<file path="src/include/capture_compare_pwm_pkg.sv">
// constants, register map and mode codes of the capture/compare/pwm unit
// How it works
// - a capture event copies the whole 16-bit timer one count into both bytes
// - capture event: falling edge, rising edge, every 4th or 16th rising edge
// - each capture sets the unit event flag, bit 2; only software clears it
// - a newer capture silently overwrites an unread older one
// - capture edges come from the pin level even when the pin drives out
// - a capture mode change may raise a false flag; software masks and clears it
// - the capture prescaler counter is held clear unless in capture mode
// - direct prescale switches keep the count; software writes zero first
// - compare mode matches 16-bit value to timer one, sets flag; set and clear modes act on pin
// - writing zero to the control register forces the compare latch low
// - software interrupt compare mode leaves the pin alone, only sets the flag
// - special event match resets timer one and starts a conversion if enabled
// - the special event reset never sets the timer one overflow flag, bit 0
// - pwm period is (period plus one) times four clocks times timer two prescale
// - at period end: clear timer two, set pin unless duty zero, buffer duty
// - duty is 10 bits: low byte on top, control bits 5:4 below
// - duty writes apply only at period end; buffer byte is read-only in pwm
// - pin clears when buffered duty equals timer two plus two phase bits
// - a duty longer than the period never clears the pin
// - writing zero to the control register forces the pwm latch low
// - mode field decodes off, four captures, four compares and pwm
// - timer two counts up to its period value, then returns to zero
package capture_compare_pwm_pkg;

    // register indices; the byte address on the bus is four times the index
    localparam logic [7:0] IDX_FLAG = 8'h0c;
    localparam logic [7:0] IDX_T2_COUNT = 8'h11;
    localparam logic [7:0] IDX_T2_CONTROL = 8'h12;
    localparam logic [7:0] IDX_LOW = 8'h15;
    localparam logic [7:0] IDX_HIGH = 8'h16;
    localparam logic [7:0] IDX_CONTROL = 8'h17;
    localparam logic [7:0] IDX_T2_PERIOD = 8'h92;

    localparam logic [9:0] ADDR_FLAG = {IDX_FLAG, 2'b00};
    localparam logic [9:0] ADDR_T2_COUNT = {IDX_T2_COUNT, 2'b00};
    localparam logic [9:0] ADDR_T2_CONTROL = {IDX_T2_CONTROL, 2'b00};
    localparam logic [9:0] ADDR_LOW = {IDX_LOW, 2'b00};
    localparam logic [9:0] ADDR_HIGH = {IDX_HIGH, 2'b00};
    localparam logic [9:0] ADDR_CONTROL = {IDX_CONTROL, 2'b00};
    localparam logic [9:0] ADDR_T2_PERIOD = {IDX_T2_PERIOD, 2'b00};

    // field positions
    localparam int FLAG_T1_OVF_BIT = 0;
    localparam int FLAG_T2_MATCH_BIT = 1;
    localparam int FLAG_UNIT_BIT = 2;
    localparam int CTL_DUTY_LSB = 4;
    localparam int T2_ON_BIT = 2;

    // reset values
    localparam logic [7:0] CONTROL_RST = 8'h00;
    localparam logic [7:0] T2_PERIOD_RST = 8'hff;
    localparam logic [6:0] T2_CONTROL_RST = 7'h00;

    // mode field codes
    localparam logic [3:0] MODE_OFF = 4'h0;
    localparam logic [3:0] MODE_CAP_FALL = 4'h4;
    localparam logic [3:0] MODE_CAP_RISE = 4'h5;
    localparam logic [3:0] MODE_CAP_RISE4 = 4'h6;
    localparam logic [3:0] MODE_CAP_RISE16 = 4'h7;
    localparam logic [3:0] MODE_CMP_SET = 4'h8;
    localparam logic [3:0] MODE_CMP_CLEAR = 4'h9;
    localparam logic [3:0] MODE_CMP_SOFT = 4'ha;
    localparam logic [3:0] MODE_CMP_SPECIAL = 4'hb;
    localparam logic [1:0] GROUP_CAPTURE = 2'h1;
    localparam logic [1:0] GROUP_COMPARE = 2'h2;
    localparam logic [1:0] GROUP_PWM = 2'h3;

    // timing: one instruction cycle is four clocks, prescale 1, 4 or 16
    localparam logic [1:0] Q_PHASE_LAST = 2'h3;
    localparam logic [3:0] PSC_LAST_1 = 4'h0;
    localparam logic [3:0] PSC_LAST_4 = 4'h3;
    localparam logic [3:0] PSC_LAST_16 = 4'hf;
    localparam logic [1:0] CAP_LAST_4 = 2'h3;
    localparam logic [3:0] CAP_LAST_16 = 4'hf;

endpackage

</file>
<file path="src/hdl/capture_compare_pwm_unit.sv">
// capture/compare/pwm unit with its timer two time base and avalon-mm slave
`timescale 1ns/1ps
module capture_compare_pwm_unit (
    input wire logic clk_sys,
    input wire logic rst,
    input wire logic [9:0] avm_address,
    input wire logic avm_read,
    input wire logic avm_write,
    input wire logic [31:0] avm_writedata,
    input wire logic [3:0] avm_byteenable,
    output logic [31:0] avm_readdata,
    output logic avm_waitrequest,
    input wire logic [15:0] timer_one_count,
    input wire logic timer_one_wrap,
    input wire logic converter_enable,
    input wire logic unit_pin_in,
    output logic unit_pin_out,
    output logic unit_pin_oe_n,
    output logic timer_one_reset,
    output logic adc_start,
    output logic unit_event_flag
);

    // bus state
    logic wait_q, wait_d;
    logic [31:0] rdata_q, rdata_d;

    // unit state
    logic [7:0] control_q, control_d;
    logic [7:0] low_q, low_d;
    logic [7:0] high_q, high_d;
    logic [2:0] flag_q, flag_d;
    logic [3:0] cap_cnt_q, cap_cnt_d;
    logic pin_prev_q, pin_prev_d;
    logic match_prev_q, match_prev_d;
    logic cmp_q, cmp_d;
    logic t1_reset_q, t1_reset_d;
    logic adc_q, adc_d;

    // timer two and pwm state
    logic [7:0] t2_count_q, t2_count_d;
    logic [7:0] t2_period_q, t2_period_d;
    logic [6:0] t2_control_q, t2_control_d;
    logic [1:0] q_phase_q, q_phase_d;
    logic [3:0] psc_q, psc_d;
    logic [1:0] duty_lat_q, duty_lat_d;
    logic pwm_q, pwm_d;

    // pin state
    logic pin_q, pin_d;
    logic oe_n_q, oe_n_d;

    // decode
    logic [3:0] mode;
    logic is_cap, is_cmp, is_pwm;
    logic wr_acc;
    logic [7:0] wdat;
    logic wr_flag, wr_t2_count, wr_t2_control, wr_low, wr_high, wr_control, wr_t2_period;
    logic ctl_zero_wr;
    logic rise, fall, cap_evt;
    logic match, match_new;
    logic t2_on, q_end, t2_tick, period_end;
    logic [3:0] psc_last;
    logic [1:0] ext_bits;
    logic [9:0] duty_new;
    logic duty_match;
    logic [7:0] rd_mux;

    assign mode = control_q[3:0];
    assign is_cap = mode[3:2] == capture_compare_pwm_pkg::GROUP_CAPTURE;
    assign is_cmp = mode[3:2] == capture_compare_pwm_pkg::GROUP_COMPARE;
    assign is_pwm = mode[3:2] == capture_compare_pwm_pkg::GROUP_PWM;

    // a write lands at the edge where waitrequest is seen low; only lane 0 carries data
    assign wr_acc = avm_write && !wait_q && avm_byteenable[0];
    assign wdat = avm_writedata[7:0];
    assign wr_flag = wr_acc && avm_address == capture_compare_pwm_pkg::ADDR_FLAG;
    assign wr_t2_count = wr_acc && avm_address == capture_compare_pwm_pkg::ADDR_T2_COUNT;
    assign wr_t2_control = wr_acc && avm_address == capture_compare_pwm_pkg::ADDR_T2_CONTROL;
    assign wr_low = wr_acc && avm_address == capture_compare_pwm_pkg::ADDR_LOW;
    assign wr_high = wr_acc && avm_address == capture_compare_pwm_pkg::ADDR_HIGH;
    assign wr_control = wr_acc && avm_address == capture_compare_pwm_pkg::ADDR_CONTROL;
    assign wr_t2_period = wr_acc && avm_address == capture_compare_pwm_pkg::ADDR_T2_PERIOD;
    assign ctl_zero_wr = wr_control && wdat == 8'h00;

    // the pad level is watched whatever the direction, so port writes can capture
    assign rise = unit_pin_in && !pin_prev_q;
    assign fall = !unit_pin_in && pin_prev_q;

    // edge history runs across mode changes, which is why a switch may fire once
    always_comb begin
        case (mode)
            capture_compare_pwm_pkg::MODE_CAP_FALL: cap_evt = fall;
            capture_compare_pwm_pkg::MODE_CAP_RISE: cap_evt = rise;
            capture_compare_pwm_pkg::MODE_CAP_RISE4: begin
                cap_evt = rise && cap_cnt_q[1:0] == capture_compare_pwm_pkg::CAP_LAST_4;
            end
            capture_compare_pwm_pkg::MODE_CAP_RISE16: begin
                cap_evt = rise && cap_cnt_q == capture_compare_pwm_pkg::CAP_LAST_16;
            end
            default: cap_evt = 1'b0;
        endcase
    end

    assign match = is_cmp && {high_q, low_q} == timer_one_count;
    // timer one may rest on the value for many clocks; act once per arrival
    assign match_new = match && !match_prev_q;

    // timer two time base
    assign t2_on = t2_control_q[capture_compare_pwm_pkg::T2_ON_BIT];
    assign q_end = q_phase_q == capture_compare_pwm_pkg::Q_PHASE_LAST;
    always_comb begin
        case (t2_control_q[1:0])
            2'h0: begin
                psc_last = capture_compare_pwm_pkg::PSC_LAST_1;
                ext_bits = q_phase_q;
            end
            2'h1: begin
                psc_last = capture_compare_pwm_pkg::PSC_LAST_4;
                ext_bits = psc_q[1:0];
            end
            default: begin
                psc_last = capture_compare_pwm_pkg::PSC_LAST_16;
                ext_bits = psc_q[3:2];
            end
        endcase
    end
    assign t2_tick = t2_on && q_end && psc_q == psc_last;
    assign period_end = t2_tick && t2_count_q == t2_period_q;
    assign duty_new = {low_q, control_q[5:capture_compare_pwm_pkg::CTL_DUTY_LSB]};
    // a buffered duty above the period never equals the count, so no clear
    assign duty_match = {high_q, duty_lat_q} == {t2_count_q, ext_bits};

    // capture, compare and flags
    always_comb begin
        control_d = control_q;
        low_d = low_q;
        high_d = high_q;
        flag_d = flag_q;
        cap_cnt_d = cap_cnt_q;
        cmp_d = cmp_q;
        pin_prev_d = unit_pin_in;
        match_prev_d = match;
        t1_reset_d = 1'b0;
        adc_d = 1'b0;
        if (wr_control) begin
            control_d = {2'b00, wdat[5:0]};
        end
        if (!is_cap) begin
            cap_cnt_d = 4'h0;
        end else if (rise) begin
            cap_cnt_d = cap_cnt_q + 4'h1;
        end
        if (wr_low) begin
            low_d = wdat;
        end
        if (wr_high && !is_pwm) begin
            high_d = wdat;
        end
        if (is_pwm && period_end) begin
            high_d = low_q;
        end
        // a capture wins over a software write in the same cycle
        if (cap_evt) begin
            low_d = timer_one_count[7:0];
            high_d = timer_one_count[15:8];
        end
        if (ctl_zero_wr) begin
            cmp_d = 1'b0;
        end else if (match_new && mode == capture_compare_pwm_pkg::MODE_CMP_SET) begin
            cmp_d = 1'b1;
        end else if (match_new && mode == capture_compare_pwm_pkg::MODE_CMP_CLEAR) begin
            cmp_d = 1'b0;
        end
        if (match_new && mode == capture_compare_pwm_pkg::MODE_CMP_SPECIAL) begin
            t1_reset_d = 1'b1;
            adc_d = converter_enable;
        end
        if (wr_flag) begin
            flag_d = wdat[2:0];
        end
        // hardware sets win over a clearing write in the same cycle
        if (cap_evt || match_new) begin
            flag_d[capture_compare_pwm_pkg::FLAG_UNIT_BIT] = 1'b1;
        end
        if (period_end) begin
            flag_d[capture_compare_pwm_pkg::FLAG_T2_MATCH_BIT] = 1'b1;
        end
        // only the timer's own wrap sets the overflow flag, never the special event
        if (timer_one_wrap) begin
            flag_d[capture_compare_pwm_pkg::FLAG_T1_OVF_BIT] = 1'b1;
        end
    end

    always_ff @(posedge clk_sys) begin
        if (rst) begin
            control_q <= capture_compare_pwm_pkg::CONTROL_RST;
            low_q <= 8'h00;
            high_q <= 8'h00;
            flag_q <= 3'h0;
            cap_cnt_q <= 4'h0;
            pin_prev_q <= 1'b0;
            match_prev_q <= 1'b0;
            cmp_q <= 1'b0;
            t1_reset_q <= 1'b0;
            adc_q <= 1'b0;
        end else begin
            control_q <= control_d;
            low_q <= low_d;
            high_q <= high_d;
            flag_q <= flag_d;
            cap_cnt_q <= cap_cnt_d;
            pin_prev_q <= pin_prev_d;
            match_prev_q <= match_prev_d;
            cmp_q <= cmp_d;
            t1_reset_q <= t1_reset_d;
            adc_q <= adc_d;
        end
    end

    // timer two and pwm
    always_comb begin
        t2_count_d = t2_count_q;
        t2_period_d = t2_period_q;
        t2_control_d = t2_control_q;
        q_phase_d = q_phase_q + 2'h1;
        psc_d = psc_q;
        duty_lat_d = duty_lat_q;
        pwm_d = pwm_q;
        if (t2_on && q_end) begin
            psc_d = (psc_q == psc_last) ? 4'h0 : psc_q + 4'h1;
        end
        // writes to the count or control restart the prescaler
        if (wr_t2_count || wr_t2_control) begin
            psc_d = 4'h0;
        end
        if (period_end) begin
            t2_count_d = 8'h00;
        end else if (t2_tick) begin
            t2_count_d = t2_count_q + 8'h01;
        end
        if (wr_t2_count) begin
            t2_count_d = wdat;
        end
        if (wr_t2_period) begin
            t2_period_d = wdat;
        end
        if (wr_t2_control) begin
            t2_control_d = wdat[6:0];
        end
        if (is_pwm && period_end) begin
            duty_lat_d = control_q[5:capture_compare_pwm_pkg::CTL_DUTY_LSB];
        end
        if (ctl_zero_wr) begin
            pwm_d = 1'b0;
        end else if (is_pwm && period_end) begin
            pwm_d = duty_new != 10'h000;
        end else if (is_pwm && duty_match) begin
            pwm_d = 1'b0;
        end
    end

    always_ff @(posedge clk_sys) begin
        if (rst) begin
            t2_count_q <= 8'h00;
            t2_period_q <= capture_compare_pwm_pkg::T2_PERIOD_RST;
            t2_control_q <= capture_compare_pwm_pkg::T2_CONTROL_RST;
            q_phase_q <= 2'h0;
            psc_q <= 4'h0;
            duty_lat_q <= 2'h0;
            pwm_q <= 1'b0;
        end else begin
            t2_count_q <= t2_count_d;
            t2_period_q <= t2_period_d;
            t2_control_q <= t2_control_d;
            q_phase_q <= q_phase_d;
            psc_q <= psc_d;
            duty_lat_q <= duty_lat_d;
            pwm_q <= pwm_d;
        end
    end

    // pin driver: one clock behind the latches so the pad comes from a flop
    always_comb begin
        pin_d = 1'b0;
        oe_n_d = 1'b1;
        if (is_pwm) begin
            // cut the pad at the match itself, else the pulse runs one clock long
            pin_d = pwm_q && !duty_match;
            oe_n_d = 1'b0;
        end else if (is_cmp) begin
            pin_d = cmp_q;
            oe_n_d = 1'b0;
        end
    end

    always_ff @(posedge clk_sys) begin
        if (rst) begin
            pin_q <= 1'b0;
            oe_n_q <= 1'b1;
        end else begin
            pin_q <= pin_d;
            oe_n_q <= oe_n_d;
        end
    end

    // bus slave: two clocks per access, read data staged while waitrequest is high
    always_comb begin
        case (avm_address)
            capture_compare_pwm_pkg::ADDR_FLAG: rd_mux = {5'h00, flag_q};
            capture_compare_pwm_pkg::ADDR_T2_COUNT: rd_mux = t2_count_q;
            capture_compare_pwm_pkg::ADDR_T2_CONTROL: rd_mux = {1'b0, t2_control_q};
            capture_compare_pwm_pkg::ADDR_LOW: rd_mux = low_q;
            capture_compare_pwm_pkg::ADDR_HIGH: rd_mux = high_q;
            capture_compare_pwm_pkg::ADDR_CONTROL: rd_mux = control_q;
            capture_compare_pwm_pkg::ADDR_T2_PERIOD: rd_mux = t2_period_q;
            default: rd_mux = 8'h00;
        endcase
    end

    always_comb begin
        wait_d = !(wait_q && (avm_read || avm_write));
        rdata_d = rdata_q;
        if (wait_q && avm_read) begin
            rdata_d = {24'h000000, rd_mux};
        end
    end

    always_ff @(posedge clk_sys) begin
        if (rst) begin
            wait_q <= 1'b1;
            rdata_q <= 32'h00000000;
        end else begin
            wait_q <= wait_d;
            rdata_q <= rdata_d;
        end
    end

    assign avm_readdata = rdata_q;
    assign avm_waitrequest = wait_q;
    assign unit_pin_out = pin_q;
    assign unit_pin_oe_n = oe_n_q;
    assign timer_one_reset = t1_reset_q;
    assign adc_start = adc_q;
    assign unit_event_flag = flag_q[capture_compare_pwm_pkg::FLAG_UNIT_BIT];
endmodule

</file>
<file path="config.mk">
export PLATFORM = sky130hd
export DESIGN_NAME = capture_compare_pwm_unit
export DESIGN_NICKNAME = d
export VERILOG_FILES = /design/src/include/capture_compare_pwm_pkg.sv /design/src/hdl/capture_compare_pwm_unit.sv
export SDC_FILE = /design/constraint.sdc
export NUM_CORES = 1
export LEC_CHECK = 0
export CAP_MARGIN = 15
export CORE_MARGIN = 4
export CORE_UTILIZATION = 30
export CTS_BUF_LIST = sky130_fd_sc_hd__clkbuf_16
export CTS_CLUSTER_DIAMETER = 40
export CTS_CLUSTER_SIZE = 14
export DETAILED_ROUTE_END_ITERATION = 8
export DONT_BUFFER_PORTS = 1
export PLACE_DENSITY = 0.45
export SLEW_MARGIN = 20
export SYNTH_ARGS = -nofsm -noshare
export SYNTH_HDL_FRONTEND = slang
export SYNTH_SLANG_ARGS = --single-unit
</file>
<file path="constraint.sdc">
create_clock -name clk_sys -period 2.5 [get_ports clk_sys]
set_input_delay 0.25 -clock clk_sys [delete_from_list [all_inputs] [get_ports clk_sys]]
set_output_delay 0.25 -clock clk_sys [all_outputs]
set_load 0.01 [all_outputs]
</file>
==> flow_metrics.env, run 1 <==
export IMPL_grt_overflow_total=0
export IMPL_required_ns=2.78
export IMPL_timing_critical_path_to_type="flop"
export IMPL_start_kind="flop"
export IMPL_finalSetupViolCount=0
export IMPL_synth_seq_area_share_pct=32.8
export IMPL_antenna_diode_instance_count=0
export IMPL_finish_net_count=640
export IMPL_fin_tns_setup_ns=0
export IMPL_hold_class="primary input to flop"
export IMPL_portBuffers=0
export IMPL_yosys_most_used_dff="dfxtp_1"
export IMPL_synth_cell_area_um2=4700
export IMPL_fin_ws_ns=0.408
export IMPL_remaining_drc_errors=0
export IMPL_cp_arrival_ns=2.37
export IMPL_timing_max_transition_violations_final=0
export IMPL_worst_slew_pin_slew_ns=0.499
export IMPL_viasPerCell=5.35
export IMPL_critPathMaxFanout=9
export IMPL_antenna_violating_nets_post_route=0
export IMPL_yosys_warnings=0
export IMPL_fin_worst_skew_ns=0.00755
export IMPL_num_vias=4180
export IMPL_finalWirelength_um=15600
export IMPL_grt_util_all_layers_pct=17.3
export IMPL_hpwlAfterDp_um=11500
export IMPL_post_synth_num_cell_types=68
export IMPL_power_leakage_nw=1.85
export IMPL_fin_crit_sh_pct=83.7
export IMPL_dieWidth_um=133
export IMPL_syn_inst=561
export IMPL_wl_per_cell_um=19.9
export IMPL_crit_path_category="flop to flop"
export IMPL_clkSlewWorstSetupHoldPaths_ns=0.06
export IMPL_flow_area_growth_from_synthesis_pct=10.4
export IMPL_cts_buffers=9
export IMPL_row_count=45
export IMPL_fmaxAchievable_mhz=478
export IMPL_maximum_number_of_pins_on_one_net_before_global_route_repair=37
export IMPL_ys_ff_latch=77
export IMPL_power_density_nw_per_um2=495
export IMPL_drive_gt1_share_pct=10.5
export IMPL_synth_edf_count=0
export IMPL_pre_cts_slack_ns=0.411
export IMPL_ctsLongestPathBuffers=2
export IMPL_setup_repair_after_global_routing_missed_its_margin="false"
export IMPL_gpl_final_weighted_congestion=0.893
export IMPL_fp_dieH_um=133
export IMPL_run_status="complete, no violations"
export IMPL_placeableCoreArea_um2=15300
export IMPL_synth_avg_cell_area_um2=8.37
export IMPL_clock_sinks=77
export IMPL_detail_route_first_pass_iterations=5
export IMPL_clk_latency_ns=0.35
export IMPL_cts_root_buf="clkbuf_16"
export IMPL_ir_worst_vdd_uv=321
export IMPL_post_route_min_period_ns=2.09
export IMPL_initial_antenna_violation_count=0
export IMPL_cap_viol_max_count=0
export IMPL_floorplan_die_area_um2=17700
export IMPL_start_util_pct=30.8
export IMPL_io_pin_count=107
export IMPL_tritoncts="yes"
export IMPL_initialDrtViolationCount=306
export IMPL_grt_pass1_wl_um=23300
export IMPL_timing_slew_headroom_pct=66.6
export IMPL_htreeDepth=3
export IMPL_final_hold_vio_count=0
export IMPL_synthArstFlopShare_pct=0
export IMPL_cts_resized=0
export IMPL_vias_in_the_first_global_route=3934
worst paths after layout:
kind	from	endpoint	slack [ns]	cells past startpoint
setup / recovery	q_phase_q[0]	psc_q[0]	0.41	6
hold / removal	avm_read	avm_waitrequest	0.01	1
setup reg to reg	q_phase_q[0]	psc_q[0]	0.41	6
hold reg to reg	q_phase_q[0]	q_phase_q[0]	0.44	1
logic make-up (layout without fill, tap and decap cells):
logic type	after synthesis	after routing	share of synthesized area [%]
mux	23	23	4.90
buf+inv	62	49	7.91
simple gates	214	214	25.3
flops	77	77	32.8
xor+xnor	39	39	7.43
other cells	1	24	0.0798
fa+ha+maj	4	4	1.07
compound gates	141	141	20.5
cells in the mapped netlist, drive strengths merged, types with 12 or more instances:
cell type | number | area, um^2
a21oi | 49 | 257
buf | 35 | 270
clkbuf | 20 | 75.1
dfxtp | 77 | 1540
mux2i | 23 | 230
nand2 | 77 | 289
nand3 | 17 | 85.1
nand3b | 12 | 90.1
nor2 | 29 | 111
nor4 | 15 | 136
o21ai | 24 | 120
xor2 | 34 | 305
critical path, cell delays in order, from the launching register on:
cell and delay (ns):
dfxtp_1 0.32, ha_1 0.21, and2_1 0.22, and3_4 0.20, or2_1 0.36, or4_1 0.60, nor2_1 0.13
where the power goes:
part	internal (mW)	leakage, nW	switching [mW]
Clock	0.664	0.123	0.540
Sequential	1.23	0.622	0.00744
Combinational	0.0463	1.11	0.0770
Total	1.94	1.85	0.625
layer usage:
| layer | part of all wire, % | vias up | GRT usage [%] | routed length [um] |
|---|---|---|---|---|
| met5 | 0 | - | 0 | 0 |
| met4 | 1.8 | 0 | 5.26 | 283 |
| met3 | 8.0 | 26 | 6.42 | 1250 |
| met2 | 45 | 138 | 26.5 | 6990 |
| met1 | 45 | 2011 | 22.7 | 7050 |
| li1 | - | 2005 | - | - |
sequential cells by signal, indices dropped and copies added, names as in the netlist, 4 cells and up:
| signal | count |
|---|---|
| low_q | 8 |
| t2_period_q | 8 |
| high_q | 8 |
| avm_readdata | 8 |
| psc_q | 4 |
| t2_control_q | 7 |
| cap_cnt_q | 4 |
| t2_count_q | 8 |
| control_q | 6 |
repair_timing:
| action | CTS | global route |
|---|---|---|
| hold buffers | 1 | 1 |
| buffers inserted | 0 | 0 |
| endpoints found under the hold margin | 36 | 1 |
through the flow:
step	utilization, %	power (mW)	area, um^2	hold WS (ns)	instances
final	34.0	2.57	5190	0.0108	782
after global routing	34.0	2.66	5190	0.00578	782
after CTS	33.9	2.60	5180	0.000311	781
after detailed placement	32.1	1.38	4890	0.330	765
after global placement	32.1	1.37	4890	0.329	765
after floorplan	-	1.40	4780	0.366	584
cells in the final DEF, fill, tap and decap left out, types with 4 or more instances in the layout:
master      n
nand2_1    77
dfxtp_1    77
a21oi_1    48
xor2_1     33
nor2_1     28
buf_4      25
conb_1     24
mux2i_1    23
o21ai_0    18
nand3_1    17
nand3b_1   12
a211oi_1   11
nor4_1     11
a22oi_1    11
nand2b_1   10
clkbuf_16   9
a31oi_1     8
a32o_1      8
nand4_1     7
inv_1       7
nor2b_1     6
o21ai_1     6
nor3_1      5
o211ai_1    5
xnor2_1     5
o22ai_1     5
and3_1      5
nand4b_1    4
or2b_1      4
ha_1        4
cell type report:
type | instances | area [um^2]
tap | 211 | 264
clock buffer | 9 | 225
multi-input combinational | 445 | 2870
sequential | 77 | 1540
fill | 1629 | 10100
clock inverter | 6 | 41.3
timing repair buffer | 27 | 218
inverter | 7 | 26.3
(Power assumes the default switching activity.)
==> run 2: changes to the inputs <==
clock period = 2 ns   (was 2.5 ns; I/O delays follow)
==> run 2 against run 1 <==
- via count is 5.0% higher
- utilization is 3.2 points higher
- global-route usage up 1.0 points
- final area increased by 9.3%
- register-to-register slack worse by 0.37 ns
- first-iteration DRC count grew 13%
- final cell count grew 5.8%
- clock power is 63% higher
- setup slack worse by 0.37 ns
- count of clock-buffer cells in the layout unchanged
- worst hold slack is essentially flat
- largest cell class unchanged
==> flow_metrics.env, run 2 (synthesis results as in run 1) <==
export IMPL_rr_startpoint="psc_q[2]"
export IMPL_portBuffers=0
export IMPL_cp_arrival_ns=2.26
export IMPL_htreeDepth=3
export IMPL_setup_repair_after_global_routing_missed_its_margin="true"
export IMPL_finalWirelength_um=16600
export IMPL_required_ns=2.30
export IMPL_reg_area_um2=1550
export IMPL_power_density_nw_per_um2=651
export IMPL_clkSlewWorstSetupHoldPaths_ns=0.06
export IMPL_final_hold_vio_count=0
export IMPL_fin_worst_skew_ns=0.00758
export IMPL_ir_worst_vdd_uv=344
export IMPL_clock_sinks=77
export IMPL_grt_overflow_total=0
export IMPL_initialDrtViolationCount=345
export IMPL_met3WireLength_um=1220
export IMPL_viasPerCell=5.30
export IMPL_drive_gt1_share_pct=16.6
export IMPL_fin_ws_ns=0.0399
export IMPL_final_util_pct=37.2
export IMPL_antenna_diode_instance_count=0
export IMPL_cap_viol_max_count=0
export IMPL_vias_in_the_first_global_route=4226
export IMPL_tritoncts="yes"
export IMPL_worst_setup_path_startpoint="psc_q[2]"
export IMPL_initial_antenna_violation_count=1
export IMPL_multi_input_gate_area_in_the_final_layout_um2=2900
export IMPL_grt_pass1_wl_um=24700
export IMPL_run_status="complete, no violations"
export IMPL_hold_start="avm_writedata[0]"
export IMPL_crit_path_cell_trace="or4b_4 > a21oi_4 > o2111a_1 > buf_12 > mux2i_1 > a32o_1"
export IMPL_switching_power_share_of_the_total_pct=22.9
export IMPL_design_power_total_mw=3.69
export IMPL_fmaxAchievable_mhz=510
export IMPL_finalNonFillerCells=827
export IMPL_dpl_instance_area_um2=5130
export IMPL_routed_top_layer="met4"
export IMPL_cts_root_buf="clkbuf_16"
export IMPL_io_pin_count=107
export IMPL_antenna_violating_nets_post_route=0
export IMPL_floorplan_die_area_um2=17700
export IMPL_gpl_final_weighted_congestion=0.846
export IMPL_r2r_cells=6
export IMPL_cell_internal_pwr_mw=2.85
export IMPL_critPathMaxStageDelay_ns=0.54
export IMPL_maximum_number_of_pins_on_one_net_before_global_route_repair=37
export IMPL_post_place_cells=795
export IMPL_clk_latency_ns=0.35
export IMPL_worst_slew_pin_slew_ns=0.517
export IMPL_power_frac_comb_pct=5.3
export IMPL_clock_network_fraction_of_total_power_pct=52.8
export IMPL_layout_filler_cells=1602
export IMPL_hold_class="primary input to flop"
export IMPL_grt_util_all_layers_pct=18.3
export IMPL_post_route_min_period_ns=1.96
export IMPL_fin_crit_sh_pct=98.0
export IMPL_remaining_drc_errors=0
export IMPL_seqPwrFrac_pct=41.9
export IMPL_dr_wl_met2_um=7540
export IMPL_switchingPower_uw=846
export IMPL_critical_path_slowest_cell="or4b_4"
export IMPL_hpwlAfterDp_um=11800
export IMPL_route_layer_met1_wl_um=7670
export IMPL_fp_dieH_um=133
export IMPL_final_area_um2=5670
export IMPL_timing_hold_worst_path_depth=2
export IMPL_num_vias=4387
export IMPL_finish_net_count=684
export IMPL_cts_buffers=9
export IMPL_timing_critical_path_to_type="flop"
export IMPL_ctsLongestPathBuffers=2
export IMPL_finalSetupViolCount=0
export IMPL_start_kind="flop"
export IMPL_wl_per_cell_um=20.1
export IMPL_crit_path_category="flop to flop"
export IMPL_power_leakage_nw=2.12
export IMPL_start_util_pct=30.8
export IMPL_pre_cts_slack_ns=-0.00636
export IMPL_timing_slew_headroom_pct=65.4
export IMPL_commonest_non_fill_non_tap_cells_in_the_layout="76 x nand2_1, 74 x dfxtp_1, 56 x buf_4"
export IMPL_flow_area_growth_from_synthesis_pct=20.7
export IMPL_timing_max_transition_violations_final=0
export IMPL_leading_cell_type_in_the_layout_fill_and_taps_excluded="nand2_1"
export IMPL_critPathMaxFanout=9
export IMPL_placeableCoreArea_um2=15300
export IMPL_row_count=45
export IMPL_dieWidth_um=133
export IMPL_detail_route_first_pass_iterations=5
-- run 2: changes by cell type in the layout (fill, tap and decap cells not counted), moves of 2 or more --
| cell | previous run | this run |
|---|---|---|
| nor4_1 | 11 | 9 |
| clkinv_4 | 1 | 3 |
| clkinv_2 | 2 | 0 |
| dfxtp_1 | 77 | 74 |
| bufinv_16 | 0 | 3 |
| dlygate4sd3_1 | 1 | 13 |
| dfxtp_2 | 0 | 3 |
| buf_4 | 25 | 56 |
| nor4_2 | 2 | 4 |
| clkinvlp_4 | 3 | 1 |
-- run 2: per-layer routing --
metal,track usage (%),up-vias
met3,5.97,21
met1,24.7,2123
li1,-,2093
met4,4.06,0
met2,28.6,150
met5,0,-
-- run 2: timing repair --
item                                    4_1_cts  5_1_grt
buffers inserted                              1        1
hold endpoints to repair                     45        0
endpoints found under the setup margin        8       13
pin swaps                                     2        5
resized for setup                             0        8
hold buffers                                 14        0
-- run 2: critical path: cells and delay by family, from the launching register on --
kind	cells	cell delay (ns)
AND/OR/NAND/NOR	1	0.54
buffers and inverters	1	0.15
multiplexers	1	0.21
AO/OA/AOI/OAI	3	0.67
flip-flops	1	0.32
-- run 2: worst paths after layout --
kind / to / slack (ns)
worst max-delay path: high_q[3] / 0.04
worst min-delay path: t2_control_q[0] / 0.01
worst max register to register: high_q[3] / 0.04
worst min register to register: q_phase_q[0] / 0.45
-- run 2: power groups by stage --
| stage | clock network (mW) | logic (mW) | registers, mW |
|---|---|---|---|
| floorplan | 0 | 0.163 | 1.58 |
| global placement | 0 | 0.139 | 1.58 |
| detailed placement | 0 | 0.140 | 1.58 |
| CTS | 1.98 | 0.192 | 1.55 |
| global route | 2.04 | 0.210 | 1.55 |
| finish | 1.95 | 0.196 | 1.55 |
-- run 2: final cells by class --
class	instances	area share, %
multi-input cells	445	51.1
well taps	211	4.66
clock buffers	9	3.97
clock inverters	7	2.18
repair buffers	71	10.4
flip-flops and latches	77	27.3
inverters	7	0.463
-- run 2: through the flow --
step,setup TNS [ns],hold WS [ns]
detailed placement,-0.00803,0.281
finish,0,0.0106
CTS,0,0.00177
global placement,0,0.278
floorplan,0,0.316
global route,-0.104,0.0238
